==> config.mk <==
export PLATFORM = sky130hd
export DESIGN_NAME = rtc_core
export DESIGN_NICKNAME = d
export VERILOG_FILES = /design/src/verilog/rtc_pkg.sv /design/src/verilog/rtc_core.sv
export SDC_FILE = /design/constraint.sdc
export NUM_CORES = 1
export LEC_CHECK = 0
export BUFFER_PORTS_ARGS = -buffer_cell sky130_fd_sc_hd__buf_2
export CAP_MARGIN = 20
export CORE_MARGIN = 4
export CORE_UTILIZATION = 43
export DETAILED_ROUTE_END_ITERATION = 6
export SETUP_SLACK_MARGIN = 0.15
export SLEW_MARGIN = 10
export SYNTH_ARGS = -nofsm -noshare
export SYNTH_HDL_FRONTEND = slang
export SYNTH_SLANG_ARGS = --single-unit
==> constraint.sdc <==
create_clock -name ref_clk -period 3.7 [get_ports ref_clk]
set_input_delay 0.37 -clock ref_clk [delete_from_list [all_inputs] [get_ports ref_clk]]
set_output_delay 0.37 -clock ref_clk [all_outputs]
set_load 0.02 [all_outputs]
==> src/verilog/rtc_pkg.sv <==
/*
 * Shared constants for the real-time clock core: byte map, control bit
 * positions, oscillator and update timing.
 * Assumes a single 250 MHz core clock from which the 32.768 kHz time base
 * is synthesised by a phase accumulator.
 */
package rtc_pkg;

  ////////////////////////////////////////////////////////////////////////
  // clock rates and divider
  localparam int          CLK_HZ         = 250_000_000;
  localparam int          OSC_HZ         = 32_768;
  localparam int          DIV_W          = 15;
  localparam logic [14:0] DIV_LAST       = 15'h7FFF;
  localparam logic [14:0] DIV_HALF       = 15'h4000;   // restart point: first update 500 ms later
  // lead of the update-pending bit before the update cycle
  localparam int          UPD_LEAD_US    = 244;
  localparam int          UPD_LEAD_TICKS = (UPD_LEAD_US * OSC_HZ + 999_999) / 1_000_000;
  localparam logic [14:0] DIV_PEND       = 15'(32_768 - UPD_LEAD_TICKS);

  ////////////////////////////////////////////////////////////////////////
  // byte map
  localparam logic [7:0] ADDR_SEC    = 8'h00;
  localparam logic [7:0] ADDR_AL_SEC = 8'h01;
  localparam logic [7:0] ADDR_MIN    = 8'h02;
  localparam logic [7:0] ADDR_AL_MIN = 8'h03;
  localparam logic [7:0] ADDR_HOUR   = 8'h04;
  localparam logic [7:0] ADDR_AL_HR  = 8'h05;
  localparam logic [7:0] ADDR_WDAY   = 8'h06;
  localparam logic [7:0] ADDR_MDAY   = 8'h07;
  localparam logic [7:0] ADDR_MONTH  = 8'h08;
  localparam logic [7:0] ADDR_YEAR   = 8'h09;
  localparam logic [7:0] ADDR_CTRL_A = 8'h0A;
  localparam logic [7:0] ADDR_CTRL_B = 8'h0B;
  localparam logic [7:0] ADDR_FLAGS  = 8'h0C;
  localparam int         NUM_TIME    = 10;

  ////////////////////////////////////////////////////////////////////////
  // control A / B / flag bit positions
  localparam int         A_PEND      = 7;
  localparam int         B_FREEZE    = 7;
  localparam int         B_PER_EN    = 6;
  localparam int         B_AL_EN     = 5;
  localparam int         B_UPD_EN    = 4;
  localparam int         B_WAVE_EN   = 3;
  localparam int         B_FMT       = 2;
  localparam int         B_H24       = 1;
  localparam int         B_SEASON    = 0;
  localparam int         F_IRQ       = 7;
  localparam int         F_PER       = 6;
  localparam int         F_AL        = 5;
  localparam int         F_UPD       = 4;
  localparam logic [2:0] OSC_RUN     = 3'b010;
  localparam logic [1:0] OSC_HOLD    = 2'b11;
  localparam logic [1:0] DONT_CARE   = 2'b11;

  ////////////////////////////////////////////////////////////////////////
  // reset values of the counting copy (binary)
  localparam logic [5:0] RST_SEC     = 6'h00;
  localparam logic [4:0] RST_HOUR    = 5'h00;
  localparam logic [2:0] RST_WDAY    = 3'h1;
  localparam logic [4:0] RST_MDAY    = 5'h01;
  localparam logic [3:0] RST_MONTH   = 4'h1;
  localparam logic [6:0] RST_YEAR    = 7'h00;

endpackage

==> src/verilog/rtc_core.sv <==
/*
 * Timekeeping core of a real-time clock: seconds-to-year counting in BCD or
 * binary, 12/24-hour modes, host buffer with transfer freeze, alarm,
 * periodic and update-ended events, square-wave output, open-drain
 * interrupt, and the multiplexed address/data host port (write/read strobes).
 * Assumes all host pins are asynchronous to ref_clk and that host strobes
 * last many ref_clk periods; the time base is synthesised from ref_clk.
 */
`timescale 1ns/10ps

// Notes on behaviour
// [RL1] count time once every second
// [RL2] freeze keeps host copy, counting continues
// [RL3] pending bit rises shortly before update
// [RL4] update end clears pending, sets done flag
// [RL5] format bit selects BCD or binary
// [RL6] hour bit selects 12 or 24 hours
// [RL7] ten time bytes at addresses zero..nine
// [RL8] twelve-hour mode: bit seven marks PM
// [RL9] host freezes, writes bytes, then releases
// [RL10] divide time base, mux thirteen taps
// [RL11] square wave runs only when enabled
// [RL12] rate field maps to tap frequencies
// [RL13] periodic event uses same rate field
// [RL14] flags set always, requests need enable
// [RL15] summary flag set on every request
// [RL16] flag read clears flags, releases pin
// [RL17] update compares time against alarm bytes
// [RL18] both top bits set mean don't care
// [RL19] update request needs enable, no freeze
// [RL20] interrupt pin open drain, low when pending
// [RL21] square wave low when disabled
// [RL22] oscillator field runs or holds divider
// [RL23] pending reads zero while frozen
// [RL24] frozen time writes load counting copy
// [RL25] reads return the host buffer copy
module rtc_core (
  input  wire logic       ref_clk,       // 250 MHz core clock
  input  wire logic       nrst,          // async reset, active low
  input  wire logic [7:0] ad_in,         // address/data pins, input side
  output logic      [7:0] ad_out,        // address/data pins, output side
  output logic            ad_oe,         // address/data drive enable
  input  wire logic       addr_strobe,   // address latch, falling edge
  input  wire logic       rd_strobe_n,   // read strobe, active low
  input  wire logic       wr_strobe_n,   // write strobe, data taken on rise
  input  wire logic       chip_sel_n,    // chip select, active low
  output logic            irq_pin_out,   // open-drain interrupt level (always 0)
  output logic            irq_pin_oe,    // pulls the interrupt pin low
  output logic            wave_out       // square-wave output
);

  ////////////////////////////////////////////////////////////////////////
  // helper functions
  function automatic logic [7:0] to_ext(input logic [6:0] v, input logic bin);
    to_ext = bin ? {1'b0, v} : {4'(v / 7'd10), 4'(v % 7'd10)};  // [RL5]
  endfunction

  function automatic logic [6:0] to_int(input logic [7:0] e, input logic bin);
    to_int = bin ? e[6:0] : 7'(7'(e[7:4]) * 7'd10 + 7'(e[3:0]));  // [RL5]
  endfunction

  function automatic logic [7:0] hour_ext(input logic [4:0] h, input logic bin,
                                          input logic h24);
    logic [4:0] h12;
    logic [7:0] e12;
    h12 = (h >= 5'd12) ? 5'(h - 5'd12) : h;
    if (h12 == 5'd0) h12 = 5'd12;
    e12 = to_ext({2'b00, h12}, bin);
    if (h24) hour_ext = to_ext({2'b00, h}, bin);                        // [RL6]
    else     hour_ext = {h >= 5'd12, e12[6:0]};                          // [RL8]
  endfunction

  function automatic logic [4:0] hour_int(input logic [7:0] e, input logic bin,
                                          input logic h24);
    logic [4:0] h;
    h = 5'(to_int({1'b0, e[6:0]}, bin));
    if (!h24) begin
      if (h == 5'd12) h = 5'd0;
      if (e[7]) h = 5'(h + 5'd12);   // [RL8]
    end
    hour_int = h;
  endfunction

  function automatic logic [4:0] month_len(input logic [3:0] m, input logic [6:0] y);
    case (m)
      4'h2:                      month_len = (y[1:0] == 2'b00) ? 5'd29 : 5'd28;
      4'h4, 4'h6, 4'h9, 4'hB:    month_len = 5'd30;
      default:                   month_len = 5'd31;
    endcase
  endfunction

  // rate field to divider bit; the bit toggles at 32768/2^(k+1) Hz
  function automatic logic [3:0] tap_sel(input logic [3:0] rs);
    case (rs)
      4'h1:    tap_sel = 4'h6;
      4'h2:    tap_sel = 4'h7;
      default: tap_sel = 4'(rs - 4'h2);
    endcase
  endfunction

  function automatic logic al_match(input logic [7:0] al, input logic [7:0] cur);
    al_match = (al[7:6] == rtc_pkg::DONT_CARE) || (al == cur);   // [RL18]
  endfunction

  ////////////////////////////////////////////////////////////////////////
  // state
  logic [11:0] pins_s1_q, pins_s2_q, pins_s3_q;   // {cs_n, wr_n, rd_n, as, ad}
  logic [7:0]  addr_q;
  logic [7:0]  buf_q [rtc_pkg::NUM_TIME];         // host-visible copy and alarms
  logic [5:0]  sec_q, min_q;
  logic [4:0]  hour_q, mday_q;
  logic [2:0]  wday_q;
  logic [3:0]  month_q;
  logic [6:0]  year_q;
  logic [2:0]  osc_ctrl_q;
  logic [3:0]  rate_select_q;
  logic        transfer_freeze_q, periodic_irq_en_q, alarm_irq_en_q, update_irq_en_q;
  logic        wave_out_en_q, data_format_sel_q, hour_format_sel_q, season_adj_en_q;
  logic [27:0] acc_q;
  logic        osc_tick_q;
  logic [14:0] div_q;
  logic        upd_end_q, update_pending_q, tap_q;
  logic        periodic_flag_q, alarm_flag_q, update_done_flag_q, irq_summary_flag_q;
  logic [7:0]  ad_out_q;
  logic        ad_oe_q, irq_pin_oe_q, wave_out_q;

  ////////////////////////////////////////////////////////////////////////
  // pin synchronisers; only stage two and three feed logic
  always_ff @(posedge ref_clk or negedge nrst) begin
    if (!nrst) begin
      pins_s1_q <= 12'hE00;
      pins_s2_q <= 12'hE00;
      pins_s3_q <= 12'hE00;
    end else begin
      pins_s1_q <= {chip_sel_n, wr_strobe_n, rd_strobe_n, addr_strobe, ad_in};
      pins_s2_q <= pins_s1_q;
      pins_s3_q <= pins_s2_q;
    end
  end

  // strobe edges, seen two cycles after the pins move
  logic addr_fall, wr_done, rd_active, rd_done, fmt_bin, h24, running, upd_tick;
  logic [7:0] wr_data;
  assign addr_fall = pins_s3_q[8] & ~pins_s2_q[8];
  assign wr_done   = ~pins_s3_q[10] & pins_s2_q[10] & ~pins_s3_q[11];
  assign rd_done   = ~pins_s3_q[9] & pins_s2_q[9] & ~pins_s3_q[11];
  assign rd_active = ~pins_s2_q[9] & ~pins_s2_q[11];
  assign wr_data   = pins_s3_q[7:0];
  assign fmt_bin   = data_format_sel_q;
  assign h24       = hour_format_sel_q;

  // address latch, independent of chip select
  always_ff @(posedge ref_clk or negedge nrst) begin
    if (!nrst) addr_q <= 8'h00;
    else if (addr_fall) addr_q <= pins_s2_q[7:0];
  end

  ////////////////////////////////////////////////////////////////////////
  // time base: phase accumulator makes the 32.768 kHz tick
  logic osc_on, div_hold;
  logic [28:0] acc_sum;
  assign osc_on   = (osc_ctrl_q == rtc_pkg::OSC_RUN) || (osc_ctrl_q[2:1] == rtc_pkg::OSC_HOLD);
  assign div_hold = (osc_ctrl_q[2:1] == rtc_pkg::OSC_HOLD);
  assign running  = (osc_ctrl_q == rtc_pkg::OSC_RUN);
  assign acc_sum  = 29'(acc_q) + 29'(rtc_pkg::OSC_HZ);

  always_ff @(posedge ref_clk or negedge nrst) begin
    if (!nrst) begin
      acc_q      <= 28'h0000000;
      osc_tick_q <= 1'b0;
    end else if (!osc_on) begin
      osc_tick_q <= 1'b0;   // oscillator stopped: no ticks
    end else if (acc_sum >= 29'(rtc_pkg::CLK_HZ)) begin
      acc_q      <= 28'(acc_sum - 29'(rtc_pkg::CLK_HZ));
      osc_tick_q <= 1'b1;
    end else begin
      acc_q      <= 28'(acc_sum);
      osc_tick_q <= 1'b0;
    end
  end

  // divider chain; held at half so release gives the first update in 500 ms
  always_ff @(posedge ref_clk or negedge nrst) begin
    if (!nrst) div_q <= rtc_pkg::DIV_HALF;
    else if (div_hold) div_q <= rtc_pkg::DIV_HALF;          // [RL22]
    else if (running && osc_tick_q) div_q <= 15'(div_q + 15'd1);   // [RL10]
  end

  assign upd_tick = running & osc_tick_q & (div_q == rtc_pkg::DIV_LAST);   // [RL1]

  ////////////////////////////////////////////////////////////////////////
  // update pending and update-end strobe
  always_ff @(posedge ref_clk or negedge nrst) begin
    if (!nrst) begin
      update_pending_q <= 1'b0;
      upd_end_q        <= 1'b0;
    end else begin
      upd_end_q <= upd_tick;
      if (upd_end_q) update_pending_q <= 1'b0;                          // [RL4]
      else if (running && div_q >= rtc_pkg::DIV_PEND) update_pending_q <= 1'b1;   // [RL3]
    end
  end

  ////////////////////////////////////////////////////////////////////////
  // counting copy, binary; host writes override the tick
  logic [7:0] wr_addr;
  assign wr_addr = addr_q;

  always_ff @(posedge ref_clk or negedge nrst) begin
    if (!nrst) begin
      sec_q   <= rtc_pkg::RST_SEC;
      min_q   <= rtc_pkg::RST_SEC;
      hour_q  <= rtc_pkg::RST_HOUR;
      wday_q  <= rtc_pkg::RST_WDAY;
      mday_q  <= rtc_pkg::RST_MDAY;
      month_q <= rtc_pkg::RST_MONTH;
      year_q  <= rtc_pkg::RST_YEAR;
    end else if (wr_done) begin
      // frozen or not, written time lands in the counting copy too
      case (wr_addr)   // [RL24]
        rtc_pkg::ADDR_SEC:   sec_q   <= 6'(to_int(wr_data, fmt_bin));
        rtc_pkg::ADDR_MIN:   min_q   <= 6'(to_int(wr_data, fmt_bin));
        rtc_pkg::ADDR_HOUR:  hour_q  <= hour_int(wr_data, fmt_bin, h24);
        rtc_pkg::ADDR_WDAY:  wday_q  <= 3'(to_int(wr_data, fmt_bin));
        rtc_pkg::ADDR_MDAY:  mday_q  <= 5'(to_int(wr_data, fmt_bin));
        rtc_pkg::ADDR_MONTH: month_q <= 4'(to_int(wr_data, fmt_bin));
        rtc_pkg::ADDR_YEAR:  year_q  <= to_int(wr_data, fmt_bin);
        default: ;
      endcase
    end else if (upd_tick) begin   // [RL1] [RL2]
      sec_q <= (sec_q == 6'd59) ? 6'd0 : 6'(sec_q + 6'd1);
      if (sec_q == 6'd59) begin
        min_q <= (min_q == 6'd59) ? 6'd0 : 6'(min_q + 6'd1);
        if (min_q == 6'd59) begin
          hour_q <= (hour_q == 5'd23) ? 5'd0 : 5'(hour_q + 5'd1);   // [RL6]
          if (hour_q == 5'd23) begin
            wday_q <= (wday_q == 3'd7) ? 3'd1 : 3'(wday_q + 3'd1);  // [RL7]
            if (mday_q >= month_len(month_q, year_q)) begin
              mday_q  <= 5'd1;
              month_q <= (month_q == 4'd12) ? 4'd1 : 4'(month_q + 4'd1);
              if (month_q == 4'd12) year_q <= (year_q == 7'd99) ? 7'd0 : 7'(year_q + 7'd1);
            end else begin
              mday_q <= 5'(mday_q + 5'd1);
            end
          end
        end
      end
    end
  end

  ////////////////////////////////////////////////////////////////////////
  // host buffer: alarm bytes live here only; time bytes refreshed at update end unless frozen
  always_ff @(posedge ref_clk or negedge nrst) begin
    if (!nrst) begin
      for (int i = 0; i < rtc_pkg::NUM_TIME; i++) buf_q[i] <= 8'h00;
    end else if (wr_done && wr_addr < 8'(rtc_pkg::NUM_TIME)) begin
      buf_q[wr_addr[3:0]] <= wr_data;   // [RL7] [RL9]
    end else if (upd_end_q && !transfer_freeze_q) begin   // [RL2] [RL25]
      buf_q[rtc_pkg::ADDR_SEC[3:0]]   <= to_ext({1'b0, sec_q}, fmt_bin);
      buf_q[rtc_pkg::ADDR_MIN[3:0]]   <= to_ext({1'b0, min_q}, fmt_bin);
      buf_q[rtc_pkg::ADDR_HOUR[3:0]]  <= hour_ext(hour_q, fmt_bin, h24);
      buf_q[rtc_pkg::ADDR_WDAY[3:0]]  <= to_ext({4'h0, wday_q}, fmt_bin);
      buf_q[rtc_pkg::ADDR_MDAY[3:0]]  <= to_ext({2'b00, mday_q}, fmt_bin);
      buf_q[rtc_pkg::ADDR_MONTH[3:0]] <= to_ext({3'b000, month_q}, fmt_bin);
      buf_q[rtc_pkg::ADDR_YEAR[3:0]]  <= to_ext(year_q, fmt_bin);
    end
  end

  ////////////////////////////////////////////////////////////////////////
  // control A and B; pending bit of A is read-only
  always_ff @(posedge ref_clk or negedge nrst) begin
    if (!nrst) begin
      osc_ctrl_q        <= 3'h0;
      rate_select_q     <= 4'h0;
      transfer_freeze_q <= 1'b0;
      periodic_irq_en_q <= 1'b0;
      alarm_irq_en_q    <= 1'b0;
      update_irq_en_q   <= 1'b0;
      wave_out_en_q     <= 1'b0;
      data_format_sel_q <= 1'b0;
      hour_format_sel_q <= 1'b0;
      season_adj_en_q   <= 1'b0;
    end else if (wr_done && wr_addr == rtc_pkg::ADDR_CTRL_A) begin
      osc_ctrl_q    <= wr_data[6:4];   // [RL22]
      rate_select_q <= wr_data[3:0];   // [RL12]
    end else if (wr_done && wr_addr == rtc_pkg::ADDR_CTRL_B) begin
      transfer_freeze_q <= wr_data[rtc_pkg::B_FREEZE];
      periodic_irq_en_q <= wr_data[rtc_pkg::B_PER_EN];
      alarm_irq_en_q    <= wr_data[rtc_pkg::B_AL_EN];
      update_irq_en_q   <= wr_data[rtc_pkg::B_UPD_EN];
      wave_out_en_q     <= wr_data[rtc_pkg::B_WAVE_EN];
      data_format_sel_q <= wr_data[rtc_pkg::B_FMT];   // [RL5]
      hour_format_sel_q <= wr_data[rtc_pkg::B_H24];   // [RL6]
      season_adj_en_q   <= wr_data[rtc_pkg::B_SEASON];
    end
  end

  ////////////////////////////////////////////////////////////////////////
  // rate mux: square wave and periodic event share the tap
  logic tap_now, per_set;
  assign tap_now = running & (rate_select_q != 4'h0) & div_q[tap_sel(rate_select_q)];  // [RL12]
  assign per_set = tap_q & ~tap_now;   // one event per period, on the falling tap [RL13]

  always_ff @(posedge ref_clk or negedge nrst) begin
    if (!nrst) begin
      tap_q      <= 1'b0;
      wave_out_q <= 1'b0;
    end else begin
      tap_q      <= tap_now;
      wave_out_q <= tap_now & wave_out_en_q;   // [RL11] [RL21]
    end
  end

  ////////////////////////////////////////////////////////////////////////
  // event flags: a set in the clearing cycle wins over the read clear
  logic al_set, flag_clr, per_d, al_d, upd_d, req_now, irq_level;
  assign al_set   = upd_end_q
                  & al_match(buf_q[rtc_pkg::ADDR_AL_SEC[3:0]], to_ext({1'b0, sec_q}, fmt_bin))
                  & al_match(buf_q[rtc_pkg::ADDR_AL_MIN[3:0]], to_ext({1'b0, min_q}, fmt_bin))
                  & al_match(buf_q[rtc_pkg::ADDR_AL_HR[3:0]], hour_ext(hour_q, fmt_bin, h24));  // [RL17]
  assign flag_clr = rd_done & (addr_q == rtc_pkg::ADDR_FLAGS);   // [RL16]
  assign per_d    = (periodic_flag_q & ~flag_clr) | per_set;     // [RL14]
  assign al_d     = (alarm_flag_q & ~flag_clr) | al_set;
  assign upd_d    = (update_done_flag_q & ~flag_clr) | upd_end_q;   // [RL4]
  assign req_now  = (per_set & periodic_irq_en_q) | (al_set & alarm_irq_en_q)
                  | (upd_end_q & update_irq_en_q & ~transfer_freeze_q);   // [RL14] [RL19]
  assign irq_level = (per_d & periodic_irq_en_q) | (al_d & alarm_irq_en_q)
                   | (upd_d & update_irq_en_q & ~transfer_freeze_q);

  always_ff @(posedge ref_clk or negedge nrst) begin
    if (!nrst) begin
      periodic_flag_q    <= 1'b0;
      alarm_flag_q       <= 1'b0;
      update_done_flag_q <= 1'b0;
      irq_summary_flag_q <= 1'b0;
      irq_pin_oe_q       <= 1'b0;
    end else begin
      periodic_flag_q    <= per_d;
      alarm_flag_q       <= al_d;
      update_done_flag_q <= upd_d;
      irq_summary_flag_q <= (irq_summary_flag_q & ~flag_clr) | req_now;   // [RL15]
      irq_pin_oe_q       <= irq_level;   // [RL20]
    end
  end

  ////////////////////////////////////////////////////////////////////////
  // read path: drive the pins only while selected and strobed
  logic [7:0] rd_data;
  always_comb begin
    rd_data = 8'h00;
    if (addr_q < 8'(rtc_pkg::NUM_TIME)) rd_data = buf_q[addr_q[3:0]];   // [RL25]
    else if (addr_q == rtc_pkg::ADDR_CTRL_A)
      rd_data = {update_pending_q & ~transfer_freeze_q, osc_ctrl_q, rate_select_q};  // [RL23]
    else if (addr_q == rtc_pkg::ADDR_CTRL_B)
      rd_data = {transfer_freeze_q, periodic_irq_en_q, alarm_irq_en_q, update_irq_en_q,
                 wave_out_en_q, data_format_sel_q, hour_format_sel_q, season_adj_en_q};
    else if (addr_q == rtc_pkg::ADDR_FLAGS)
      rd_data = {irq_summary_flag_q, periodic_flag_q, alarm_flag_q, update_done_flag_q, 4'h0};
  end

  always_ff @(posedge ref_clk or negedge nrst) begin
    if (!nrst) begin
      ad_out_q <= 8'h00;
      ad_oe_q  <= 1'b0;
    end else begin
      ad_out_q <= rd_data;
      ad_oe_q  <= rd_active;
    end
  end

  assign ad_out      = ad_out_q;
  assign ad_oe       = ad_oe_q;
  assign irq_pin_out = 1'b0;   // open drain: only ever pulls low
  assign irq_pin_oe  = irq_pin_oe_q;
  assign wave_out    = wave_out_q;
endmodule

**Word level (Yosys, flattened, before mapping)**

Index checks and enable logic that the tools add are counted.

- Register bits after elaboration: 237
- Input bits: 14
- Logic and storage cells: 313

- $add $sub $neg: 15
- $mul: 2
- Div/mod/pow operators: 18
- $lt $le $gt $ge: 8
- Eq/ne operators: 39
- Mux-type cells: 104
- Bitwise gates (word level): 48
- Reductions and logical operators: 34

Operators by type and width:

| kind | number |
|---|---|
| 8-bit 2-to-1 mux | 22 |
| 5-bit 2-to-1 mux | 29 |
| 7-bit 2-to-1 mux | 12 |
| 80-bit bitwise mux | 1 |
| 32-bit 2-to-1 mux | 2 |
| 6-bit 2-to-1 mux | 9 |
| 8-bit by 4-bit == test with 1-bit output (second input constant) | 5 |
| 8-bit binary-select mux with 4-bit select | 1 |
| 8-bit demux with 4-bit select | 1 |
| 4-bit 2-to-1 mux | 8 |
| 15-bit 2-to-1 mux | 2 |
| 28-bit by 16-bit adder with 29-bit output (second input constant) | 1 |
| 1-bit bitwise AND | 29 |
| 29-bit by 28-bit greater-or-equal comparator with 1-bit output (second input constant) | 1 |
| 5-bit by 4-bit divider with 7-bit output (second input constant) | 4 |
| 5-bit by 4-bit modulo with 7-bit output (second input constant) | 4 |
| 28-bit 2-to-1 mux | 1 |
| 28-bit subtractor (second input constant) | 1 |
| 8-bit by 3-bit == test with 1-bit output (second input constant) | 3 |
| 8-bit == test | 3 |
| 3-bit 2-to-1 mux | 7 |
| 2-bit nonzero test | 9 |
| 15-bit by 1-bit adder with 15-bit output (second input constant) | 1 |
| 15-bit == test (second input constant) | 1 |
| other kinds (61) | 111 |

**Longest topological paths before layout**

- Depth in word-level cells: 15
- Mapped depth: 19
- Depth with buffers taken out: 16

**Worst setup path after synthesis**

OpenSTA, ideal clock, no wires.

- Path kind: reg2reg
- Start: register hour_q[3]
- End: register alarm_flag_q
- Library setup time: 0.104 ns
- Arrival: 3.762 ns
- Required time: 3.596 ns
- Slack: -0.165 ns
- Cell stages (with the launch flop): 18
- Path buffers: 2
- Path through: dfrtp_1 > clkbuf_1 > clkbuf_1 > inv_1 > ha_1 > inv_1 > ha_1 > a311o_1 > nand3_1 > ha_1 > or4_1 > and4bb_1 > a32o_1 > or3_1 > a211oi_2 > xnor2_1 > nand4_1 > o311ai_1

- Longest elaborated chain between the ends: 11
- Elaborated cells between the ends (all ways): 16
- Classes of those cells: add/sub: 1; div: 4; order compare: 1; eq/ne: 1; mux: 5; bitwise: 2; reduce/logical: 2

Ends and longest elaborated chain:

| what | line | text |
|---|---|---|
| start, declared | rtc_core.sv:111 | `logic [4:0] hour_q, mday_q;` |
| start signal, assigned | rtc_core.sv:213 | `hour_q <= rtc_pkg::RST_HOUR;` |
| start signal, assigned | rtc_core.sv:223 | `rtc_pkg::ADDR_HOUR: hour_q <= hour_int(wr_data, fmt_bin, h24);` |
| start signal, assigned | rtc_core.sv:235 | `hour_q <= (hour_q == 5'd23) ? 5'd0 : 5'(hour_q + 5'd1);` |
| 5-bit by 4-bit subtractor with 5-bit output / 5-bit by 4-bit greater-or-equal comparator with 1-bit output (equally long branches) | rtc_core.sv:66, rtc_core.sv:70 |  |
| 5-bit 2-to-1 mux | rtc_core.sv:66 | `h12 = (h >= 5'd12) ? 5'(h - 5'd12) : h;` |
| 5-bit zero test | rtc_core.sv:67 | `if (h12 == 5'd0) h12 = 5'd12;` |
| 5-bit 2-to-1 mux | rtc_core.sv:67 |  |
| 5-bit by 4-bit modulo with 7-bit output / 5-bit by 4-bit divider with 7-bit output (equally long branches) | rtc_core.sv:55 | `to_ext = bin ? {1'b0, v} : {4'(v / 7'd10), 4'(v % 7'd10)};` |
| 7-bit 2-to-1 mux | rtc_core.sv:55 |  |
| 8-bit 2-to-1 mux * | rtc_core.sv:69 | `if (h24) hour_ext = to_ext({2'b00, h}, bin);` |
| 8-bit == test * | rtc_core.sv:102 | `al_match = (al[7:6] == rtc_pkg::DONT_CARE) \|\| (al == cur);` |
| 1-bit logical OR * | rtc_core.sv:102 |  |
| 1-bit bitwise AND * | rtc_core.sv:320 | `& al_match(buf_q[rtc_pkg::ADDR_AL_HR[3:0]], hour_ext(hour_q, fmt_bin, h24));` |
| 1-bit bitwise OR * | rtc_core.sv:323 | `assign al_d = (alarm_flag_q & ~flag_clr) \| al_set;` |
| named net al_d | rtc_core.sv:316 | `logic al_set, flag_clr, per_d, al_d, upd_d, req_now, irq_level;` |
| end signal, assigned | rtc_core.sv:339 | `alarm_flag_q <= al_d;` |
| end, declared | rtc_core.sv:123 | `logic periodic_flag_q, alarm_flag_q, update_done_flag_q, irq_summary_flag_q;` |

Mark *: on every way through the listed nets, which the timed path passes. The rest lies on a longest branch.
A chain may end at the register's enable or synchronous reset.

**Worst setup path after layout**

- Start: register hour_q[3]
- End: register irq_pin_oe_q (netlist: irq_pin_oe)

- Longest elaborated chain between the ends: 14
- Elaborated cells between the ends (all ways): 19
- Classes of those cells: add/sub: 1; div: 4; order compare: 1; eq/ne: 1; mux: 5; bitwise: 5; reduce/logical: 2

Ends and longest elaborated chain:

| what | line | text |
|---|---|---|
| 5-bit by 4-bit subtractor with 5-bit output / 5-bit by 4-bit greater-or-equal comparator with 1-bit output (equally long branches) | rtc_core.sv:66, rtc_core.sv:70 |  |
| 5-bit 2-to-1 mux | rtc_core.sv:66 |  |
| 5-bit zero test | rtc_core.sv:67 |  |
| 5-bit 2-to-1 mux | rtc_core.sv:67 |  |
| 5-bit by 4-bit modulo with 7-bit output / 5-bit by 4-bit divider with 7-bit output (equally long branches) | rtc_core.sv:55 |  |
| 7-bit 2-to-1 mux | rtc_core.sv:55 |  |
| 8-bit 2-to-1 mux * | rtc_core.sv:69 |  |
| 8-bit == test * | rtc_core.sv:102 |  |
| 1-bit logical OR * | rtc_core.sv:102 |  |
| 1-bit bitwise AND * | rtc_core.sv:320 |  |
| 1-bit bitwise OR * | rtc_core.sv:323 |  |
| 1-bit bitwise AND * | rtc_core.sv:327 | `assign irq_level = (per_d & periodic_irq_en_q) \| (al_d & alarm_irq_en_q)` |
| 1-bit bitwise OR * | rtc_core.sv:327 |  |
| 1-bit bitwise OR * | rtc_core.sv:328 | `\| (upd_d & update_irq_en_q & ~transfer_freeze_q);` |
| named net irq_level | rtc_core.sv:316 |  |
| end signal, assigned | rtc_core.sv:342 | `irq_pin_oe_q <= irq_level;` |
| end, declared | rtc_core.sv:125 | `logic ad_oe_q, irq_pin_oe_q, wave_out_q;` |

Marked as above.

==> results.py <==
metrics = {
    "hold_path": {
        "worstHoldEndpoint": "pins_s2_q[8]",
        "hold-path-cell-count": 0,
        "hp-start": "pins_s1_q[8]",
        "hold_path.class": "reg2reg",
    },
    "clocking": {
        "worstSkewPairLatency_ns": 0.58,
        "clkSinkCount": 230,
        "cts_tree": "built",
        "max-clock-path-buffers": 3,
        "ctsHtreeMaxLevel": 1,
        "cts_buffers": 28,
        "path_clk_slew_ns": 0.06,
        "cts_root_buffer": "clkbuf_16",
    },
    "power": {
        "p_clk_frac": 0.358,
        "power_density_nw_per_um2": 475.7,
        "p_leak_nw": 7.079,
        "internal-power_w": 0.005276,
        "ir_worst_vdd_mv": 0.4577,
        "power.switching_w": 0.002554,
        "p_seq_frac": 0.357,
        "pwr-share-comb": 0.285,
        "switching_share": 0.3262,
    },
    "placed_design": {
        "dp.cells": 2016,
        "dpl_cell_area_um2": 15130,
        "gp_congestion": 0.9109,
        "io_buffers": 24,
        "dp_hpwl_um": 30060,
    },
    "routing": {
        "ant_nets": 0,
        "routed_via_density": 5.946,
        "initialDrtViolationCount": 1032,
        "wl_um": 42030,
        "routedWlPerCell_um": 20.13,
        "vias": 12420,
        "drc": 0,
        "first_pass_iters": 6,
    },
    "critical_path": {
        "required_ns": 4.19,
        "crit_path_max_fanout": 5,
        "worstPathArrival_ns": 4.10,
        "r2r_cells": 16,
        "r2r_setup_slack_ns": 0.09,
        "endpoint_kind": "flip-flop",
        "worstSetupPathType": "reg2reg",
        "start_kind": "flip-flop",
        "rr_endpoint": "irq_pin_oe",
        "reg2reg_from": "hour_q[3]",
    },
    "sta": {
        "skew_ns": 0.04135,
        "tns_ns": 0,
        "rsz0062_at_grt": "true",
        "timing.slew.headroom": 0.4073,
        "fin_hold_ws_ns": 0.3467,
        "setup_violations": 0,
        "drv_slew": 0,
        "fin_crit_sh": 0.9759,
        "worst_pin_slew_ns": 0.8891,
        "period_minus_slack_ns": 3.611,
        "clock.fmax_ghz": 0.2769,
        "hold_viol_final": 0,
    },
    "grt": {
        "grt_antenna_before_repair": 1,
        "grtUsageTotal": 0.2290,
        "grt.overflow.total": 0,
        "grt_busiest_layer": "met2",
        "grt_use_met2": 0.3721,
        "grt_pass1_wl_um": 66960,
        "use_met1": 0.3092,
        "grt_util_met3": 0.03570,
        "grt_start_max_net_pins": 83,
        "grt_pass1_vias": 11970,
    },
    "cells_and_area": {
        "layout-drive-gt1-share": 0.1598,
        "fin_area_um2": 16460,
        "n_antenna_cell": 0,
        "area_growth_pct": 15.03,
        "fin_nets": 1693,
        "utilization": 0.5033,
        "stdcell_count": 2088,
    },
    "die": {
        "coreArea_um2": 32700,
        "dieArea_um2": 36260,
        "rows": 66,
        "die_w_um": 190.4,
        "fp.dieH_um": 190.4,
        "pin_count": 26,
        "initial_core_util": 0.4375,
    },
    "synth": {
        "synth_nets": 1654,
        "yosys.area.top_type_share": 0.3795,
        "synthArstFlopShare": 1.000,
        "ys_seq_area_frac": 0.4034,
        "yosys_register_bits": 230,
        "ys.warnings.count": 0,
        "netlist_top_cells_area": "dfrtp_1 38%, o21ai_0 5.4%, ha_1 4.5%, nand2_1 4.1%, a21oi_1 3.7%",
        "synth_area_per_cell_um2": 9.015,
        "syn_area_um2": 14310,
        "synth_edf_count": 0,
        "syn_inst": 1587,
        "yosys.area.top_type": "dfrtp_1",
        "synthFlopType": "dfrtp_1",
        "synth.distinct_cells": 92,
    },
    "run": {
        "max_cap_violations": 0,
    },
    "outcome": {
        "status": "completed",
    },
}
==> synthesized netlist by cell type (5+ instances only) <==
| cell type | n |
|---|---|
| nand3_1 | 44 |
| nor2_1 | 135 |
| a21o_1 | 7 |
| a211oi_1 | 8 |
| xnor2_1 | 43 |
| o2111ai_1 | 7 |
| nand3b_1 | 5 |
| nor4_1 | 11 |
| ha_1 | 51 |
| o22ai_1 | 9 |
| a22o_1 | 12 |
| nor2b_1 | 28 |
| nand4_1 | 13 |
| or3_1 | 8 |
| xor2_1 | 33 |
| o21ai_0 | 155 |
| o21a_1 | 19 |
| and2_1 | 15 |
| or2_2 | 5 |
| a222oi_1 | 5 |
| nor3_1 | 30 |
| buf_2 | 12 |
| a32oi_1 | 5 |
| nor3b_1 | 8 |
| o211ai_1 | 9 |
| a221oi_1 | 12 |
| mux4_2 | 16 |
| dfstp_2 | 13 |
| dfrtp_1 | 217 |
| o21ai_1 | 5 |
| nand2_1 | 157 |
| a31oi_1 | 26 |
| a22oi_1 | 21 |
| a221o_1 | 6 |
| and3_1 | 15 |
| clkbuf_1 | 74 |
| buf_1 | 6 |
| nand2b_1 | 14 |
| mux2i_1 | 18 |
| o31a_1 | 6 |
| o31ai_1 | 5 |
| a21oi_1 | 105 |
| mux2_2 | 39 |
| inv_1 | 63 |
==> per-stage QoR <==
stage          total power, W  setup WS [ns]
5_1_grt              0.008225       -0.06087
3_3_place_gp         0.004810       0.003256
3_5_place_dp         0.004843       -0.07402
2_1_floorplan        0.004292        0.08173
4_1_cts              0.007685         0.1458
6_report             0.007830        0.08909
==> worst max path at each step <==
stage	startpoint	endpoint	slack, ns	depth (start not counted)
after floorplan	hour_q[2]	alarm_flag_q	0.08	18
after global placement	sec_q[5]	alarm_flag_q	0.003	15
after detailed placement	sec_q[5]	alarm_flag_q	-0.07	15
after CTS	sec_q[5]	irq_summary_flag_q	0.15	14
after global routing	hour_q[0]	irq_pin_oe	-0.06	17
final	hour_q[3]	irq_pin_oe	0.09	16
==> cells in the final DEF, fill, tap and decap left out, types with 14 or more instances in the layout <==
cell       instances
o21a_1            19
mux2_2            39
o21ai_0          154
ha_1              45
buf_2             23
and3_1            15
inv_1             59
a22oi_1           20
xor2_1            33
buf_4             66
clkbuf_16         28
nor2_1           134
mux2i_1           18
dfrtp_1          216
nor3_1            30
a21oi_1          104
nand2_1          156
nand3_1           43
xnor2_1           42
nand2b_1          14
a31oi_1           25
and2_1            15
nor2b_1           27
mux4_2            16
==> per-layer routing <==
metal,wire (µm),share of wire
met1,18090,0.43
met2,19470,0.46
met3,2645,0.063
met4,1826,0.043
met5,0,0
==> cells by family (layout without fill, tap and decap cells) <==
logic type	after synthesis	after routing	share of synthesized area
adder cells (fa/ha/maj)	55	55	0.04880
flip-flops	230	230	0.4034
other	1	1	0.0002621
AO/OA/AOI/OAI	476	476	0.2126
XOR/XNOR	76	76	0.04652
buffers and inverters	162	221	0.04521
multiplexers	73	73	0.06847
AND/OR/NAND/NOR	514	514	0.1747
==> cell type report <==
type | count | area (µm²)
fill | 3095 | 16240
multi-input combinational | 1195 | 8107
sequential | 230 | 5773
clock buffer | 41 | 829.5
timing repair buffer | 107 | 827.0
tap | 442 | 553.0
inverter | 64 | 242.7
clock inverter | 9 | 126.4
==> power by group through the flow <==
stage | registers [W] | clock network [W] | logic [W]
finish | 0.00280 | 0.00280 | 0.00223
global placement | 0.00284 | 0 | 0.00198
detailed placement | 0.00284 | 0 | 0.00200
CTS | 0.00280 | 0.00285 | 0.00204
global route | 0.00282 | 0.00296 | 0.00245
floorplan | 0.00279 | 0 | 0.00150
==> registers in the layout, indices dropped and copies added (netlist names), 3 cells and up <==
register       count
sec_q              6
div_q             15
osc_ctrl_q         3
pins_s2_q         12
hour_q             5
pins_s3_q         12
acc_q             21
ad_out             8
wday_q             3
year_q             7
min_q              6
rate_select_q      4
mday_q             5
pins_s1_q         12
buf_q             80
addr_q             8
month_q            4
==> worst max-delay path, cell delays in order, from the launching register on <==
cell	delay, ns
dfrtp_1	0.38
inv_2	0.09
ha_4	0.16
inv_2	0.05
ha_4	0.15
a311o_1	0.18
nand3_2	0.11
ha_4	0.18
or4_4	0.46
and4bb_2	0.28
a32o_1	0.21
or3_1	0.31
a211oi_2	0.21
xnor2_1	0.16
nand4_1	0.24
buf_4	0.22
o31ai_4	0.15
==> timing repair <==
| action | 4_1_cts | 5_1_grt |
|---|---|---|
| hold buffers | 13 | 0 |
| hold endpoints to repair | 84 | 0 |
| endpoints found under the setup margin | 3 | 4 |
| resized for setup | 7 | 27 |
| pin swaps | 9 | 22 |
| gates cloned | 0 | 0 |
| setup buffers | 3 | 6 |
Note: power is estimated with default switching activity, not from simulation.
